File: src/rtl/fspc_pkg.sv
// Package of constants for the flash sector protect controller
package fspc_pkg;
  localparam int ADDR_W        = 19;
  localparam int DATA_W        = 8;
  localparam int SECT_W        = 3;
  localparam int SECT_LSB      = 16;
  localparam int ADDR_BIT_SIX  = 6;
  localparam int ADDR_BIT_ONE  = 1;
  localparam int ADDR_BIT_NINE = 9;
  // Operation codes on the command port
  localparam logic [1:0] OP_PROTECT   = 2'h0;
  localparam logic [1:0] OP_UNPROTECT = 2'h1;
  localparam logic [1:0] OP_VERIFY    = 2'h2;
  localparam logic [1:0] OP_ID_VERIFY = 2'h3;
  // Times in their own units
  localparam int CLK_PERIOD_NS    = 20;
  localparam int SETUP_TIME_NS    = 4000;
  localparam int PROT_PULSE_NS    = 10000;
  localparam int UNPROT_PULSE_NS  = 12000000;
  localparam int READ_TIME_NS     = 120;
  localparam int SETUP_CYC  = (SETUP_TIME_NS + CLK_PERIOD_NS - 1) / CLK_PERIOD_NS;
  localparam int PROT_CYC   = (PROT_PULSE_NS + CLK_PERIOD_NS - 1) / CLK_PERIOD_NS;
  localparam int UNPROT_CYC = (UNPROT_PULSE_NS + CLK_PERIOD_NS - 1) / CLK_PERIOD_NS;
  localparam int READ_CYC   = (READ_TIME_NS + CLK_PERIOD_NS - 1) / CLK_PERIOD_NS;
  localparam int CNT_W      = 24;
  // Command sequence for the identification read
  localparam logic [ADDR_W-1:0] CMD_ADDR_A = 19'h0_0555;
  localparam logic [ADDR_W-1:0] CMD_ADDR_B = 19'h0_02AA;
  localparam logic [DATA_W-1:0] CMD_DATA_A = 8'hAA;
  localparam logic [DATA_W-1:0] CMD_DATA_B = 8'h55;
  localparam logic [DATA_W-1:0] CMD_ID     = 8'h90;
  localparam logic [DATA_W-1:0] CMD_RESET  = 8'hF0;
  localparam logic [2:0]        CMD_LEN    = 3'h4;
  // Controller states, one-hot
  typedef enum logic [7:0] {
    FSPC_IDLE  = 8'b0000_0001,
    FSPC_SETUP = 8'b0000_0010,
    FSPC_PULSE = 8'b0000_0100,
    FSPC_READ  = 8'b0000_1000,
    FSPC_CMDLO = 8'b0001_0000,
    FSPC_CMDHI = 8'b0010_0000,
    FSPC_RELS  = 8'b0100_0000,
    FSPC_DONE  = 8'b1000_0000
  } fspc_state_t;
endpackage

File: src/rtl/fspc_ctrl.sv
// Host controller driving sector protect, unprotect and verify on flash pins
//
// Summary of operation
// - Protect mode: high voltage on address bit nine and OE, bit six low, CE low.
// - Verify: high voltage on bit nine, CE OE low, WE high, bit one high.
// - Unprotect mode: high voltage on OE and bit nine, CE low, bit six high.
// - Host should protect all sectors before unprotecting the chip; OP_UNPROTECT does not, it leaves this to software.
// - Write cycle needs CE and WE low and OE high.
`timescale 1ns/1ps
`default_nettype none
module fspc_ctrl
  import fspc_pkg::*;
#(
  parameter int UNPROT_CYCLES = UNPROT_CYC
) (
  input  wire logic                         sys_clk,    // System clock
  input  wire logic                         srst,       // Sync reset, high
  input  wire logic                         req,        // Start operation
  input  wire logic [1:0]                   op,         // Operation code
  input  wire logic [fspc_pkg::SECT_W-1:0]  sector,     // Target sector
  output logic                              busy,       // Operation running
  output logic                              done,       // One-cycle finish
  output logic                              is_protected, // Verify result
  output logic [fspc_pkg::DATA_W-1:0]       rd_data,    // Byte read back
  output logic [fspc_pkg::ADDR_W-1:0]       flash_addr, // Address pins
  output logic                              high_voltage_level_nine, // HV A9
  output logic                              high_voltage_level_oe,   // HV OE
  output logic                              ce_n,       // Chip select
  output logic                              oe_n,       // Output enable
  output logic                              we_n,       // Write strobe
  output logic [fspc_pkg::DATA_W-1:0]       dq_out,     // Data out
  output logic                              dq_oe_n,    // Data drive, low on
  input  wire logic [fspc_pkg::DATA_W-1:0]  dq_in       // Data in
);
  fspc_state_t       state_q;
  logic [1:0]        op_q;
  logic [SECT_W-1:0] sect_q;
  logic [2:0]        cmd_idx_q;
  logic              tmr_load;
  logic [CNT_W-1:0]  tmr_count;
  logic              tmr_done;
  logic [DATA_W-1:0] dq_s1_q;
  logic [DATA_W-1:0] dq_s2_q;
  logic [ADDR_W-1:0] cmd_addr;
  logic [DATA_W-1:0] cmd_data;
  logic              is_hv_op;
  logic              is_write_op;

  assign is_hv_op    = (op_q != OP_ID_VERIFY);
  assign is_write_op = (op_q == OP_PROTECT) || (op_q == OP_UNPROTECT);

  fspc_timer #(.CNT_W(CNT_W)) u_timer (
    .sys_clk (sys_clk),
    .srst    (srst),
    .load    (tmr_load),
    .count   (tmr_count),
    .expired (tmr_done)
  );

  // Two-stage synchroniser for the data pins
  always_ff @(posedge sys_clk) begin
    if (srst) begin
      dq_s1_q <= '0;
      dq_s2_q <= '0;
    end else begin
      dq_s1_q <= dq_in;
      dq_s2_q <= dq_s1_q;
    end
  end

  // Identification command bytes; last one returns device to read mode
  always_comb begin
    cmd_addr = CMD_ADDR_A;
    cmd_data = CMD_DATA_A;
    case (cmd_idx_q)
      3'h0: begin
        cmd_addr = CMD_ADDR_A;
        cmd_data = CMD_DATA_A;
      end
      3'h1: begin
        cmd_addr = CMD_ADDR_B;
        cmd_data = CMD_DATA_B;
      end
      3'h2: begin
        cmd_addr = CMD_ADDR_A;
        cmd_data = CMD_ID;
      end
      default: begin
        cmd_addr = CMD_ADDR_A;
        cmd_data = CMD_RESET;
      end
    endcase
  end

  // Timer load on each phase entry
  always_comb begin
    tmr_load  = 1'b0;
    tmr_count = '0;
    case (state_q)
      FSPC_IDLE: begin
        tmr_load  = req;
        tmr_count = CNT_W'(SETUP_CYC);
      end
      FSPC_SETUP: begin
        tmr_load  = tmr_done;
        if (op_q == OP_UNPROTECT) begin // Software protects all first
          tmr_count = CNT_W'(UNPROT_CYCLES);
        end else if (op_q == OP_PROTECT) begin
          tmr_count = CNT_W'(PROT_CYC);
        end else begin
          tmr_count = CNT_W'(READ_CYC);
        end
      end
      FSPC_CMDLO, FSPC_CMDHI, FSPC_PULSE, FSPC_READ: begin
        tmr_load  = tmr_done;
        tmr_count = CNT_W'(READ_CYC);
      end
      default: begin
        tmr_load  = 1'b0;
        tmr_count = '0;
      end
    endcase
  end

  // Phase sequencing
  always_ff @(posedge sys_clk) begin
    if (srst) begin
      state_q   <= FSPC_IDLE;
      op_q      <= OP_PROTECT;
      sect_q    <= '0;
      cmd_idx_q <= '0;
    end else begin
      case (state_q)
        FSPC_IDLE: begin
          cmd_idx_q <= '0;
          if (req) begin
            op_q    <= op;
            sect_q  <= sector;
            state_q <= FSPC_SETUP;
          end
        end
        FSPC_SETUP: begin
          if (tmr_done) begin
            if (is_write_op) begin
              state_q <= FSPC_PULSE;
            end else if (op_q == OP_ID_VERIFY) begin
              state_q <= FSPC_CMDLO;
            end else begin
              state_q <= FSPC_READ;
            end
          end
        end
        FSPC_CMDLO: begin
          if (tmr_done) begin
            state_q <= FSPC_CMDHI;
          end
        end
        FSPC_CMDHI: begin
          if (tmr_done) begin
            cmd_idx_q <= cmd_idx_q + 3'h1;
            if (cmd_idx_q == CMD_LEN - 3'h2) begin
              state_q <= FSPC_READ;
            end else if (cmd_idx_q == CMD_LEN - 3'h1) begin
              state_q <= FSPC_DONE;
            end else begin
              state_q <= FSPC_CMDLO;
            end
          end
        end
        FSPC_PULSE: begin
          if (tmr_done) begin
            state_q <= FSPC_RELS;
          end
        end
        FSPC_READ: begin
          if (tmr_done) begin
            state_q <= (op_q == OP_ID_VERIFY) ? FSPC_CMDLO : FSPC_RELS;
          end
        end
        FSPC_RELS: begin
          state_q <= FSPC_DONE;
        end
        FSPC_DONE: begin
          state_q <= FSPC_IDLE;
        end
        default: begin
          state_q <= FSPC_IDLE;
        end
      endcase
    end
  end

  // Address, high voltage and strobe pins
  always_ff @(posedge sys_clk) begin
    if (srst) begin
      flash_addr              <= '0;
      high_voltage_level_nine <= 1'b0;
      high_voltage_level_oe   <= 1'b0;
      ce_n                    <= 1'b1;
      oe_n                    <= 1'b1;
      we_n                    <= 1'b1;
      dq_out                  <= '0;
      dq_oe_n                 <= 1'b1;
    end else begin
      flash_addr <= '0;
      flash_addr[SECT_LSB +: SECT_W] <= sect_q;
      high_voltage_level_nine <= 1'b0;
      high_voltage_level_oe   <= 1'b0;
      ce_n    <= 1'b1;
      oe_n    <= 1'b1;
      we_n    <= 1'b1;
      dq_oe_n <= 1'b1;
      dq_out  <= cmd_data;
      case (state_q)
        FSPC_SETUP, FSPC_PULSE: begin
          if (is_hv_op) begin
            high_voltage_level_nine <= 1'b1;
            ce_n <= 1'b0;
            // Bit six low protects, high unprotects
            flash_addr[ADDR_BIT_SIX] <= (op_q == OP_UNPROTECT);
            if (is_write_op) begin
              high_voltage_level_oe <= 1'b1;
              // CE already low: WE falling edge starts, rising ends
              we_n <= (state_q != FSPC_PULSE);
            end else begin
              oe_n <= (state_q != FSPC_SETUP) ? 1'b0 : 1'b1;
              flash_addr[ADDR_BIT_ONE] <= 1'b1;
            end
          end
        end
        FSPC_CMDLO: begin
          flash_addr <= cmd_addr;
          ce_n    <= 1'b0;
          we_n    <= 1'b0;
          dq_oe_n <= 1'b0;
        end
        FSPC_CMDHI: begin
          flash_addr <= cmd_addr;
          dq_oe_n    <= 1'b0;
        end
        FSPC_READ: begin
          ce_n <= 1'b0;
          oe_n <= 1'b0;
          flash_addr[ADDR_BIT_ONE] <= 1'b1;
          high_voltage_level_nine <= is_hv_op;
        end
        default: begin
          dq_oe_n <= 1'b1;
        end
      endcase
    end
  end

  // Status and read-back capture
  always_ff @(posedge sys_clk) begin
    if (srst) begin
      busy        <= 1'b0;
      done        <= 1'b0;
      is_protected <= 1'b0;
      rd_data     <= '0;
    end else begin
      busy <= (state_q != FSPC_IDLE) || req;
      done <= (state_q == FSPC_DONE);
      if (state_q == FSPC_READ && tmr_done) begin
        rd_data     <= dq_s2_q;
        // Bit zero high means protected, zero byte unprotected
        is_protected <= dq_s2_q[0];
      end
    end
  end
endmodule
`default_nettype wire

File: src/rtl/fspc_timer.sv
// Down counter that times each pin phase of the controller
`timescale 1ns/1ps
`default_nettype none
module fspc_timer #(
  parameter int CNT_W = 24
) (
  input  wire logic             sys_clk,  // System clock
  input  wire logic             srst,     // Synchronous reset
  input  wire logic             load,     // Load a new count
  input  wire logic [CNT_W-1:0] count,    // Cycles to wait
  output logic                  expired   // Count reached zero
);
  logic [CNT_W-1:0] cnt_q;

  // Load or count down
  always_ff @(posedge sys_clk) begin
    if (srst) begin
      cnt_q <= '0;
    end else if (load) begin
      cnt_q <= count;
    end else if (cnt_q != '0) begin
      cnt_q <= cnt_q - CNT_W'(1);
    end
  end

  // Plain zero test; the load path feeds back on this, so no load term here
  assign expired = (cnt_q == '0);
endmodule
`default_nettype wire

File: config.mk
export PLATFORM = sky130hd
export DESIGN_NAME = fspc_ctrl
export DESIGN_NICKNAME = d
export VERILOG_FILES = /design/src/rtl/fspc_pkg.sv /design/src/rtl/fspc_ctrl.sv /design/src/rtl/fspc_timer.sv
export SDC_FILE = /design/constraint.sdc
export NUM_CORES = 1
export LEC_CHECK = 0
export BUFFER_PORTS_ARGS = -buffer_cell sky130_fd_sc_hd__buf_4
export CORE_MARGIN = 4
export CORE_UTILIZATION = 50
export DETAILED_ROUTE_END_ITERATION = 8
export GPL_TIMING_DRIVEN = 0
export MAX_ROUTING_LAYER = met4
export PLACE_DENSITY = 0.74
export SLEW_MARGIN = 0
export SYNTH_ARGS = -nofsm -noshare
export SYNTH_HDL_FRONTEND = slang
export SYNTH_HIERARCHICAL = 1
export SYNTH_SLANG_ARGS = --single-unit
File: constraint.sdc
create_clock -name sys_clk -period 4.05 [get_ports sys_clk]
set_input_delay 0.81 -clock sys_clk [delete_from_list [all_inputs] [get_ports sys_clk]]
set_output_delay 0.81 -clock sys_clk [all_outputs]
set_load 0.01 [all_outputs]
==> summary.txt, run 1 <==
Crit Path Class -> reg -> reg
Pre-antenna DRT Iters -> 5
Final hold vios -> 0
Synth Area in Compound Gates -> 12.1%
Fill cells -> 647
Clk pwr share -> 24.4%
RR Endpoint -> u_timer/cnt_q[8]
Placer Congestion -> 0.884
CTS clock-pin slew for the worst setup and hold paths -> 90 ps
CP max stage delay -> 510 ps
Sink Count -> 85
Switching power total -> 1.02 mW
Met2 usage -> 33.2%
Largest net degree at the start of global routing -> 17
R2R depth -> 12
Max_cap viols -> 0
Status -> finished clean
Ant. Diodes -> 0
Layout Cells excl Fill -> 616
GRT busiest layer -> met2
RSZ-0062 raised after global routing -> false
Leakage -> 1.93 nW
Hold Path Class -> reg -> reg
Ranking of synthesized cells by area -> dfxtp_1 45%, nand2_1 4.4%, a21oi_1 3.9%, nor2b_1 3.4%, xor2_1 3.4%
Die Span X -> 95.5 um
Sequential share of power -> 39.6%
Adder-cell area share of the yosys netlist -> 2.29%
Routed length per placed instance -> 13.6 um
Mapped Cells -> 433
Worst R2R Start -> u_timer/cnt_q[4]
Max_slew headroom -> 22.9%
Worst IR Drop VDD -> 306 uV
CTS Buf Count -> 9
Hold WS -> 443 ps
Post-synth ARST share -> 0%
Post-cts resize count -> 0
Post-synthesis mux area share -> 2.62%
CP max stage cell -> or4_1
R2R Setup Slk -> 700 ps
Vias in the first global route -> 3089
Core area -> 7330 sq um
IO Count -> 60
Post-synthesis register bit count -> 85
Initial antenna violation count -> 0
Layout cells sized above 1 -> 19.9%
Clock Tree Buf Depth -> 2
Die height -> 95.5 um
Cell Area, Placed -> 4410 sq um
Die area -> 9110 sq um
CP delay by family, top -> simple AND/OR/NAND/NOR gates
Root Buffer -> clkbuf_8
Hold Path End -> dq_s2_q[1]
First DRT Iteration DRCs -> 102
Met3 GRT Util -> 4.81%
Simple-gate area share of the yosys netlist -> 26.7%
EDFF count, synth -> 0
Yosys top cell by area -> dfxtp_1
Internal Power -> 1.74 mW
Arr. time, crit path -> 3610 ps
First-pass GRT wire length -> 14100 um
Residual DRC -> 0
Hold Crit Depth -> 1
Clk Latency, worst-skew pair -> 350 ps
GRT Util Overall -> 20.1%
Synth top cells by count -> 85 x dfxtp_1, 45 x nand2_1, 34 x nor2_1
Post-Synthesis Cell Area -> 3820 sq um
TritonCTS clock tree -> yes
GR Util met1 -> 24.4%
Final wirelength -> 8400 um
Via Count -> 3216
Fin crit period -> 3350 ps
Actual slew at the worst max-slew pin -> 1150 ps
Seq. cell area -> 1700 sq um
Area growth, synth to finish -> 21.2%
Power per Cell Area -> 595 nW/um^2
Hold path start -> dq_s1_q[1]
Xor-xnor portion of the synthesized cell area -> 5.04%
Gr ovfl total -> 0
TNS Setup -> 0 ps
Multi-input logic area -> 1930 sq um
Period utilization -> 82.6%
Fin. max-slew vios -> 0
Synth top area share -> 44.5%
Switching part of the total -> 37.0%
CP bufs+invs -> 5
Final Skew -> 6.42 ps
Synth unique cells -> 53
CP max FO -> 21
Post-synthesis sequential area ratio -> 44.5%
FP Rows -> 31
Critical path capture point type -> flip-flop
Worst Setup Start Kind -> flip-flop
Avg Inst Size Synth -> 8.83 sq um
DRT antenna net count -> 0
I/O Buffers -> 54
Main synth FF type -> dfxtp_1
Most common cell in the netlist -> dfxtp_1
Cell area after layout -> 4630 sq um
YS warnings -> 6
Gate power share -> 36.0%
Cells along the critical path -> or4_1 -> buf_2 -> and4bb_1 -> and3_1 -> buf_4 -> buf_6 -> nand2_1 -> nand2_1 -> clkbuf_1 -> clkbuf_1 -> nor2_1 -> a221oi_1
Placed cell count -> 601
Via-to-Cell Ratio -> 5.22
Req. time, crit path -> 4310 ps
Nets -> 535
Max Clk Rate -> 0.299 GHz
Starting density of the core -> 52.2%
Main combinational cell family by area after synthesis -> simple AND/OR/NAND/NOR gates
DP HPWL -> 6240 um
Setup violations, final -> 0
Fin util -> 63.2%
H-tree depth -> 3
cell families (layout without fill, tap and decap cells):
kind of cell | after synthesis | after routing
other cells | 1 | 16
flops | 85 | 85
fa+ha+maj | 7 | 7
simple gates | 184 | 184
compound gates | 77 | 77
xor+xnor | 22 | 22
buf+inv | 47 | 116
mux | 10 | 10
worst max-delay path by stage:
stage | from | endpoint | slack [ps] | depth (start not counted)
6_report | u_timer/cnt_q[4] | u_timer/cnt_q[8] | 700 | 12
5_1_grt | u_timer/cnt_q[4] | u_timer/cnt_q[8] | 440 | 12
4_1_cts | u_timer/cnt_q[4] | u_timer/cnt_q[8] | 270 | 13
3_3_place_gp | u_timer/cnt_q[4] | u_timer/cnt_q[8] | 370 | 13
3_5_place_dp | u_timer/cnt_q[4] | u_timer/cnt_q[8] | 330 | 13
2_1_floorplan | u_timer/cnt_q[4] | u_timer/cnt_q[8] | 1010 | 13
cells in the final DEF (no fill, tap or decap), types with 3 or more instances in the layout:
cell	instances
nor2_1	34
nand2b_1	5
clkbuf_1	13
nor3_1	11
nor3b_1	5
and2_1	5
nand3_1	20
nor2b_1	21
inv_1	9
buf_4	70
a21oi_1	30
nor4b_1	4
dfxtp_1	85
nand2_1	45
o31ai_1	3
mux2i_1	10
buf_2	5
nand4b_1	3
conb_1	16
clkbuf_8	9
a31oi_1	7
or3_1	10
xnor2_1	7
ha_1	7
o21ai_0	20
nor4_1	3
xor2_1	15
nand4_1	3
or4_1	3
layer usage:
| metal | wire length (um) | vias up | part of all wire (%) |
|---|---|---|---|
| li1 | - | 1625 | - |
| met3 | 415 | 14 | 4.9 |
| met1 | 3620 | 1502 | 43 |
| met4 | 121 | 0 | 1.4 |
| met2 | 4240 | 75 | 50 |
| met5 | 0 | - | 0 |
sequential cells by signal (all words and copies together) (netlist names), 2 cells and up:
| register | count |
|---|---|
| u_timer/cnt_q | 24 |
| dq_s1_q | 8 |
| dq_s2_q | 8 |
| rd_data | 8 |
| state_q | 8 |
| flash_addr | 7 |
| dq_out | 6 |
| cmd_idx_q | 3 |
| sect_q | 3 |
| op_q | 2 |
per-stage QoR:
step / setup WS [ps] / total power [mW]
after detailed placement: 327 / 2.08
after floorplan: 1010 / 1.85
after CTS: 272 / 2.76
after global placement: 368 / 2.06
final: 704 / 2.76
after global routing: 442 / 2.96
cell type report:
class	instances	area share, %
Buffer	36	4.54
Clock buffer	9	2.67
Sequential cell	85	36.7
Multi-Input combinational cell	316	41.6
Tap cell	99	2.67
Timing Repair Buffer	54	8.75
Clock inverter	7	2.27
Inverter	10	0.810
power by group through the flow:
stage / registers, mW / logic [mW] / clock network, mW
after floorplan: 1.08 / 0.769 / 0
after global placement: 1.10 / 0.957 / 0
after detailed placement: 1.11 / 0.974 / 0
after CTS: 1.09 / 0.983 / 0.689
after global routing: 1.11 / 1.12 / 0.727
final: 1.09 / 0.992 / 0.674
timing repair:
item	CTS	global route
endpoints found under the setup margin	0	1
buffers inserted	0	0
hold buffers	0	0
Power figures use the tool's default switching activity.
==> run 2: changes to the inputs <==
--- a/config.mk
+++ b/config.mk
@@ -5,13 +5,14 @@
 export SDC_FILE = /design/constraint.sdc
 export NUM_CORES = 1
 export LEC_CHECK = 0
+export ABC_AREA = 1
 export BUFFER_PORTS_ARGS = -buffer_cell sky130_fd_sc_hd__buf_4
 export CORE_MARGIN = 4
 export CORE_UTILIZATION = 50
 export DETAILED_ROUTE_END_ITERATION = 8
 export GPL_TIMING_DRIVEN = 0
 export MAX_ROUTING_LAYER = met4
-export PLACE_DENSITY = 0.74
+export PLACE_DENSITY = 0.73
 export SLEW_MARGIN = 0
 export SYNTH_ARGS = -nofsm -noshare
 export SYNTH_HDL_FRONTEND = slang
==> constraint.sdc (replaced) <==
create_clock -name sys_clk -period 3.33 [get_ports sys_clk]
set_input_delay 0.666 -clock sys_clk [delete_from_list [all_inputs] [get_ports sys_clk]]
set_output_delay 0.666 -clock sys_clk [all_outputs]
set_load 0.01 [all_outputs]
==> run 2 against run 1 <==
Clock power up 8.9%. Critical path depth rose by 2. Wire length up 24%. Critical endpoint is now u_timer/cnt_q[1]. Core utilization down 1.2 points. Clock skew grew 2.2 ps.
==> summary.txt, run 2 <==
Layout Cells excl Fill -> 797
Adder-cell area share of the yosys netlist -> 1.99%
R2R Setup Slk -> 710 ps
Core area -> 8380 sq um
Postcts setup bufs -> 0
Arr. time, crit path -> 2860 ps
Die area -> 10400 sq um
Seq. cell area -> 1700 sq um
Via Count -> 3917
Req. time, crit path -> 3580 ps
Hold path start -> dq_s1_q[6]
Clk Latency, worst-skew pair -> 360 ps
RSZ-0062 raised after global routing -> false
Worst IR Drop VDD -> 333 uV
CP delay by family, top -> buffers and inverters
Commonest non-fill, non-tap cell in the layout -> nand2_1
Ranking of synthesized cells by area -> dfxtp_1 39%, nand2_1 9.3%, nor2_1 8.9%, inv_1 6.1%, nand2_2 3.4%
H-tree depth -> 3
Worst Setup Start Kind -> flip-flop
Fin crit period -> 2620 ps
Most common cell in the netlist -> nand2_1
First DRT Iteration DRCs -> 141
Routed length per placed instance -> 13.1 um
Mapped Cells -> 607
Clock Tree Buf Depth -> 2
Synth top area share -> 38.6%
FP Rows -> 33
CP max stage delay -> 360 ps
Top cell by count, worst path -> inv_1
Placer Congestion -> 0.952
IO Count -> 60
Worst R2R Start -> u_timer/cnt_q[0]
Main combinational cell family by area after synthesis -> simple AND/OR/NAND/NOR gates
RR Endpoint -> u_timer/cnt_q[1]
CTS Buf Count -> 9
First-pass GRT wire length -> 17600 um
Critical path capture point type -> flip-flop
Hold Path Class -> reg -> reg
Synth Area in Compound Gates -> 9.57%
CP max FO -> 10
Placed cell count -> 781
TNS Setup -> 0 ps
Setup violations, final -> 0
Largest net degree at the start of global routing -> 19
Crit Path Class -> reg -> reg
Max_slew headroom -> 55.5%
Starting density of the core -> 52.6%
Area growth, synth to finish -> 18.0%
Max_cap viols -> 0
Fin. max-slew vios -> 0
Hold Crit Depth -> 2
Simple-gate area share of the yosys netlist -> 37.0%
Hold WS -> 406 ps
Synth unique cells -> 44
Power per Cell Area -> 954 nW/um^2
TritonCTS clock tree -> yes
Via-to-Cell Ratio -> 4.91
Period utilization -> 78.6%
Biggest register -> u_timer/cnt_q
Max Clk Rate -> 0.382 GHz
Most frequent cells in the layout -> 109 x nand2_1, 104 x nor2_1, 85 x dfxtp_1
Post-synth ARST share -> 0%
Post-Synthesis Cell Area -> 4410 sq um
Layout cells sized above 1 -> 25.3%
Root Buffer -> clkbuf_8
Pre-antenna DRT Iters -> 4
Post-cts resize count -> 0
EDFF count, synth -> 0
Cells along the critical path -> inv_1 -> ha_1 -> nand3_1 -> nor2_2 -> nand3_4 -> inv_1 -> inv_1 -> o21ai_0 -> buf_2 -> inv_1 -> buf_2 -> nand4_1 -> o21ai_0 -> a21oi_1
I/O Buffers -> 54
Max FFs per register -> 24
Synth top cells by count -> 109 x nand2_1, 104 x nor2_1, 85 x dfxtp_1
Sink Count -> 85
Nets -> 710
Hold_buf cts -> 0
Initial antenna violation count -> 0
Vias in the first global route -> 3915
Gr ovfl total -> 0
Avg Inst Size Synth -> 7.26 sq um
CTS clock-pin slew for the worst setup and hold paths -> 100 ps
Ant. Diodes -> 0
CP max stage cell -> dfxtp_1
GRT Util Overall -> 21.8%
Final hold vios -> 0
Post-synthesis register bit count -> 85
YS warnings -> 6
Hold Path End -> dq_s2_q[6]
DRT antenna net count -> 0
R2R depth -> 14
Xor-xnor portion of the synthesized cell area -> 1.19%
Post-synthesis mux area share -> 0%
Main synth FF type -> dfxtp_1
Actual slew at the worst max-slew pin -> 668 ps
CP bufs+invs -> 6
Die height -> 102 um
Status -> finished clean
Final Skew -> 8.58 ps
Post-synthesis sequential area ratio -> 38.6%
Multi-input logic area -> 2250 sq um
Leakage -> 2.54 nW
DP HPWL -> 7910 um
Residual DRC -> 0
Final wirelength -> 10400 um
Die Span X -> 102 um
Fill cells -> 776
Yosys top cell by area -> dfxtp_1
run 2: cell types whose count changed in the layout (fill, tap and decap cells not counted), sizes merged, moves of 11 or more:
cell / before / now
nand2: 45 / 142
nand4: 3 / 14
o21ai: 20 / 31
xor2: 15 / 3
nor2b: 21 / 0
inv: 12 / 85
nor2: 34 / 131
run 2: worst register-to-register path, cell delays in order, from the launching register on:
cell and delay [ps]:
dfxtp_1 360, inv_1 100, ha_1 240, nand3_1 100, nor2_2 60, nand3_4 120, inv_1 100, inv_1 270
o21ai_0 130, buf_2 170, inv_1 110, buf_2 220, nand4_1 210, o21ai_0 270, a21oi_1 60
run 2: how the worst max path moves through the flow:
stage                startpoint               end  slack [ps]  cells past startpoint
2_1_floorplan  u_timer/cnt_q[0]  u_timer/cnt_q[8]        1120                     14
3_3_place_gp   u_timer/cnt_q[0]  u_timer/cnt_q[0]         770                     13
3_5_place_dp   u_timer/cnt_q[0]  u_timer/cnt_q[0]         740                     13
4_1_cts        u_timer/cnt_q[0]  u_timer/cnt_q[0]         720                     13
5_1_grt        u_timer/cnt_q[0]  u_timer/cnt_q[0]         410                     13
6_report       u_timer/cnt_q[0]  u_timer/cnt_q[1]         710                     14
run 2: metrics by stage:
step,area [sq um],worst slack (ps),power (mW),util [%]
6_report,5200,714,4.96,62.0
5_1_grt,5200,407,5.39,62.0
4_1_cts,5200,718,4.96,62.0
3_5_place_dp,5000,741,4.21,59.7
3_3_place_gp,5000,766,4.15,59.7
2_1_floorplan,4460,1120,3.63,-
run 2: kinds of logic (layout without fill, tap and decap cells):
logic type,after synthesis,after routing
simple gates,324,324
buf+inv,111,181
flops,85,85
compound gates,73,73
fa+ha+maj,7,7
xor+xnor,6,6
other cells,1,16
run 2: routing by layer:
metal	wire, um	up-vias	GRT usage, %	part of all wire, %
met4	396	0	10.9	3.8
li1	-	2027	-	-
met2	5170	84	37.3	50
met5	0	-	-	0
met3	418	34	3.89	4.0
met1	4450	1772	24.4	43
run 2: layout make-up:
class,instances,area share (%)
multi-input combinational,426,43.3
sequential,85,32.7
timing repair buffer,54,7.80
inverter,81,6.04
buffer,30,3.75
tap,105,2.53
clock buffer,9,2.38
clock inverter,7,1.44
run 2: report_power, final:
part / switching, mW / internal (mW) / total [mW] / leakage [nW]
Combinational: 1.83 / 0.965 / 2.79 / 1.75
Clock: 0.437 / 0.297 / 0.734 / 0.0985
Sequential: 0.203 / 1.23 / 1.44 / 0.696
Total: 2.47 / 2.50 / 4.96 / 2.54
==> run 3: changes to the inputs <==
--- a/config.mk
+++ b/config.mk
@@ -5,14 +5,14 @@
 export SDC_FILE = /design/constraint.sdc
 export NUM_CORES = 1
 export LEC_CHECK = 0
-export ABC_AREA = 1
+export ABC_AREA = 0
 export BUFFER_PORTS_ARGS = -buffer_cell sky130_fd_sc_hd__buf_4
 export CORE_MARGIN = 4
 export CORE_UTILIZATION = 50
 export DETAILED_ROUTE_END_ITERATION = 8
 export GPL_TIMING_DRIVEN = 0
 export MAX_ROUTING_LAYER = met4
-export PLACE_DENSITY = 0.73
+export PLACE_DENSITY = 0.77
 export SLEW_MARGIN = 0
 export SYNTH_ARGS = -nofsm -noshare
 export SYNTH_HDL_FRONTEND = slang
==> constraint.sdc (replaced) <==
create_clock -name sys_clk -period 2.2 [get_ports sys_clk]
set_input_delay 0.44 -clock sys_clk [delete_from_list [all_inputs] [get_ports sys_clk]]
set_output_delay 0.44 -clock sys_clk [all_outputs]
set_load 0.01 [all_outputs]
==> run 3 against run 2 <==
Clock power up 72%. Final cell count is 19% lower. The run now ends with setup timing left. Maximum frequency increased by 13%. Final area is 0.84% higher. Via count shrank 12%. Worst hold slack got worse by 130 ps. Wire length fell by 5.5%. Die area fell by 12%. Register-to-register slack lost 840 ps.
==> summary.txt, run 3 (same netlist as run 1, synthesis figures left out) <==
CP max stage delay -> 520 ps
Core area -> 7330 sq um
Residual DRC -> 0
CP delay by family, top -> simple AND/OR/NAND/NOR gates
Power per Cell Area -> 1150 nW/um^2
Hold_buf cts -> 0
GRT Util Overall -> 21.6%
Post-route setup slack -> -124 ps
Leakage -> 2.22 nW
Setup violations, final -> 26
Worst IR Drop VDD -> 576 uV
Vias in the first global route -> 3160
I/O Buffers -> 54
Via-to-Cell Ratio -> 5.33
Max_slew headroom -> 31.3%
DP HPWL -> 6240 um
Via Count -> 3441
Req. time, crit path -> 2490 ps
Crit Path Class -> reg -> reg
Clk Latency, worst-skew pair -> 370 ps
CTS clock-pin slew for the worst setup and hold paths -> 90 ps
Period utilization -> 106%
Placer Congestion -> 0.931
CTS Buf Count -> 9
Max_cap viols -> 0
CP max stage cell -> or4_4
Most frequent cells in the layout -> 94 x buf_4, 81 x dfxtp_1, 33 x nand2_1
Status -> finished, violations left
DRT antenna net count -> 0
Final hold vios -> 0
Sink Count -> 85
Area growth, synth to finish -> 37.1%
Cell Area, Placed -> 4480 sq um
Cells along the critical path -> or4_4 -> and4bb_1 -> and3_4 -> clkbuf_16 -> nand2_4 -> nand2_4 -> buf_8 -> clkbuf_16 -> buf_8 -> nand2_2 -> a21oi_2
Die Span X -> 95.5 um
TritonCTS clock tree -> yes
Ant. Diodes -> 0
Cell area after layout -> 5240 sq um
Actual slew at the worst max-slew pin -> 1020 ps
First DRT Iteration DRCs -> 199
Critical path capture point type -> flip-flop
RSZ-0062 raised after global routing -> true
Max Clk Rate -> 0.430 GHz
Top Layer Used -> met4
Max FFs per register -> 24
First-pass GRT wire length -> 14900 um
Die area -> 9110 sq um
Worst Setup Start Kind -> flip-flop
Die height -> 95.5 um
Final wirelength -> 9860 um
Commonest non-fill, non-tap cell in the layout -> buf_4
Arr. time, crit path -> 2620 ps
Clock Tree Buf Depth -> 2
Hold WS -> 273 ps
FP Rows -> 31
Fin. max-slew vios -> 0
Layout cells sized above 1 -> 34.9%
H-tree depth -> 3
Starting density of the core -> 52.2%
Biggest register -> u_timer/cnt_q
Final Skew -> 12.7 ps
Gr ovfl total -> 0
Hold Path Class -> in -> reg
Initial antenna violation count -> 0
Largest net degree at the start of global routing -> 17
Root Buffer -> clkbuf_8
CP max FO -> 4
Fin crit period -> 2320 ps
Failing checks -> setup timing
Pre-CTS setup slack -> -670 ps
IO Count -> 60
Pre-antenna DRT Iters -> 4
Routed wl met3 -> 498 um
CP bufs+invs -> 4
Routed length per placed instance -> 15.3 um
Routed wl met2 -> 4950 um
WL met1 -> 4220 um
Fill cells -> 524
Nets -> 565
-- run 3: changes by cell type in the layout (fill, tap and decap cells not counted), moves of 12 or more --
| cell | change |
|---|---|
| nand2_1 | -76 |
| xor2_1 | +12 |
| nand2_2 | -18 |
| buf_4 | +25 |
| nor2b_1 | +20 |
| o21ai_0 | -22 |
| inv_1 | -63 |
| nor2_1 | -74 |
-- run 3: stage by stage --
stage | setup TNS, ps | power, mW | cells | util (%)
2_1_floorplan | -4860 | 3.48 | 448 | -
3_3_place_gp | -15290 | 3.85 | 601 | 61.1
3_5_place_dp | -18350 | 3.92 | 601 | 61.1
4_1_cts | -11090 | 5.55 | 633 | 67.2
5_1_grt | -3610 | 6.38 | 646 | 71.5
6_report | -1840 | 6.05 | 646 | 71.5
-- run 3: worst paths after layout --
kind / slack (ps) / end / cells after the start / start
worst min-delay path: 270 / dq_s1_q[5] / 2 / dq_in[5]
worst min register to register: 440 / dq_s2_q[3] / 1 / dq_s1_q[3]
worst max register to register: -120 / u_timer/cnt_q[2] / 11 / u_timer/cnt_q[7]
worst max-delay path: -120 / u_timer/cnt_q[2] / 11 / u_timer/cnt_q[7]
-- run 3: power breakdown --
part           internal (mW)  total, mW  switching (mW)
combinational           1.31       2.75            1.43
sequential              1.79       2.04           0.254
clock                  0.657       1.26           0.605
-- run 3: metal layers --
layer / global-route usage (%) / vias to the layer above
met4: 8.89 / 0
met5: - / -
met3: 4.26 / 21
li1: - / 1692
met2: 34.1 / 96
met1: 27.0 / 1632
-- run 3: area by class of cell --
class	instances	area, sq um	share of cell area [%]
clock buffers	9	124	2.36
clock inverters	7	105	2.00
well taps	99	124	2.36
flip-flops and latches	85	1710	32.6
repair buffers	86	691	13.2
multi-input cells	316	2180	41.6
plain buffers	34	268	5.11
inverters	10	41.3	0.788
-- run 3: timing repair --
action                     in CTS  in global routing
setup buffers                  15                 17
pin swaps                       9                 21
gates resized for setup        24                 71
setup endpoints to repair      42                 42
cloned                          1                  0
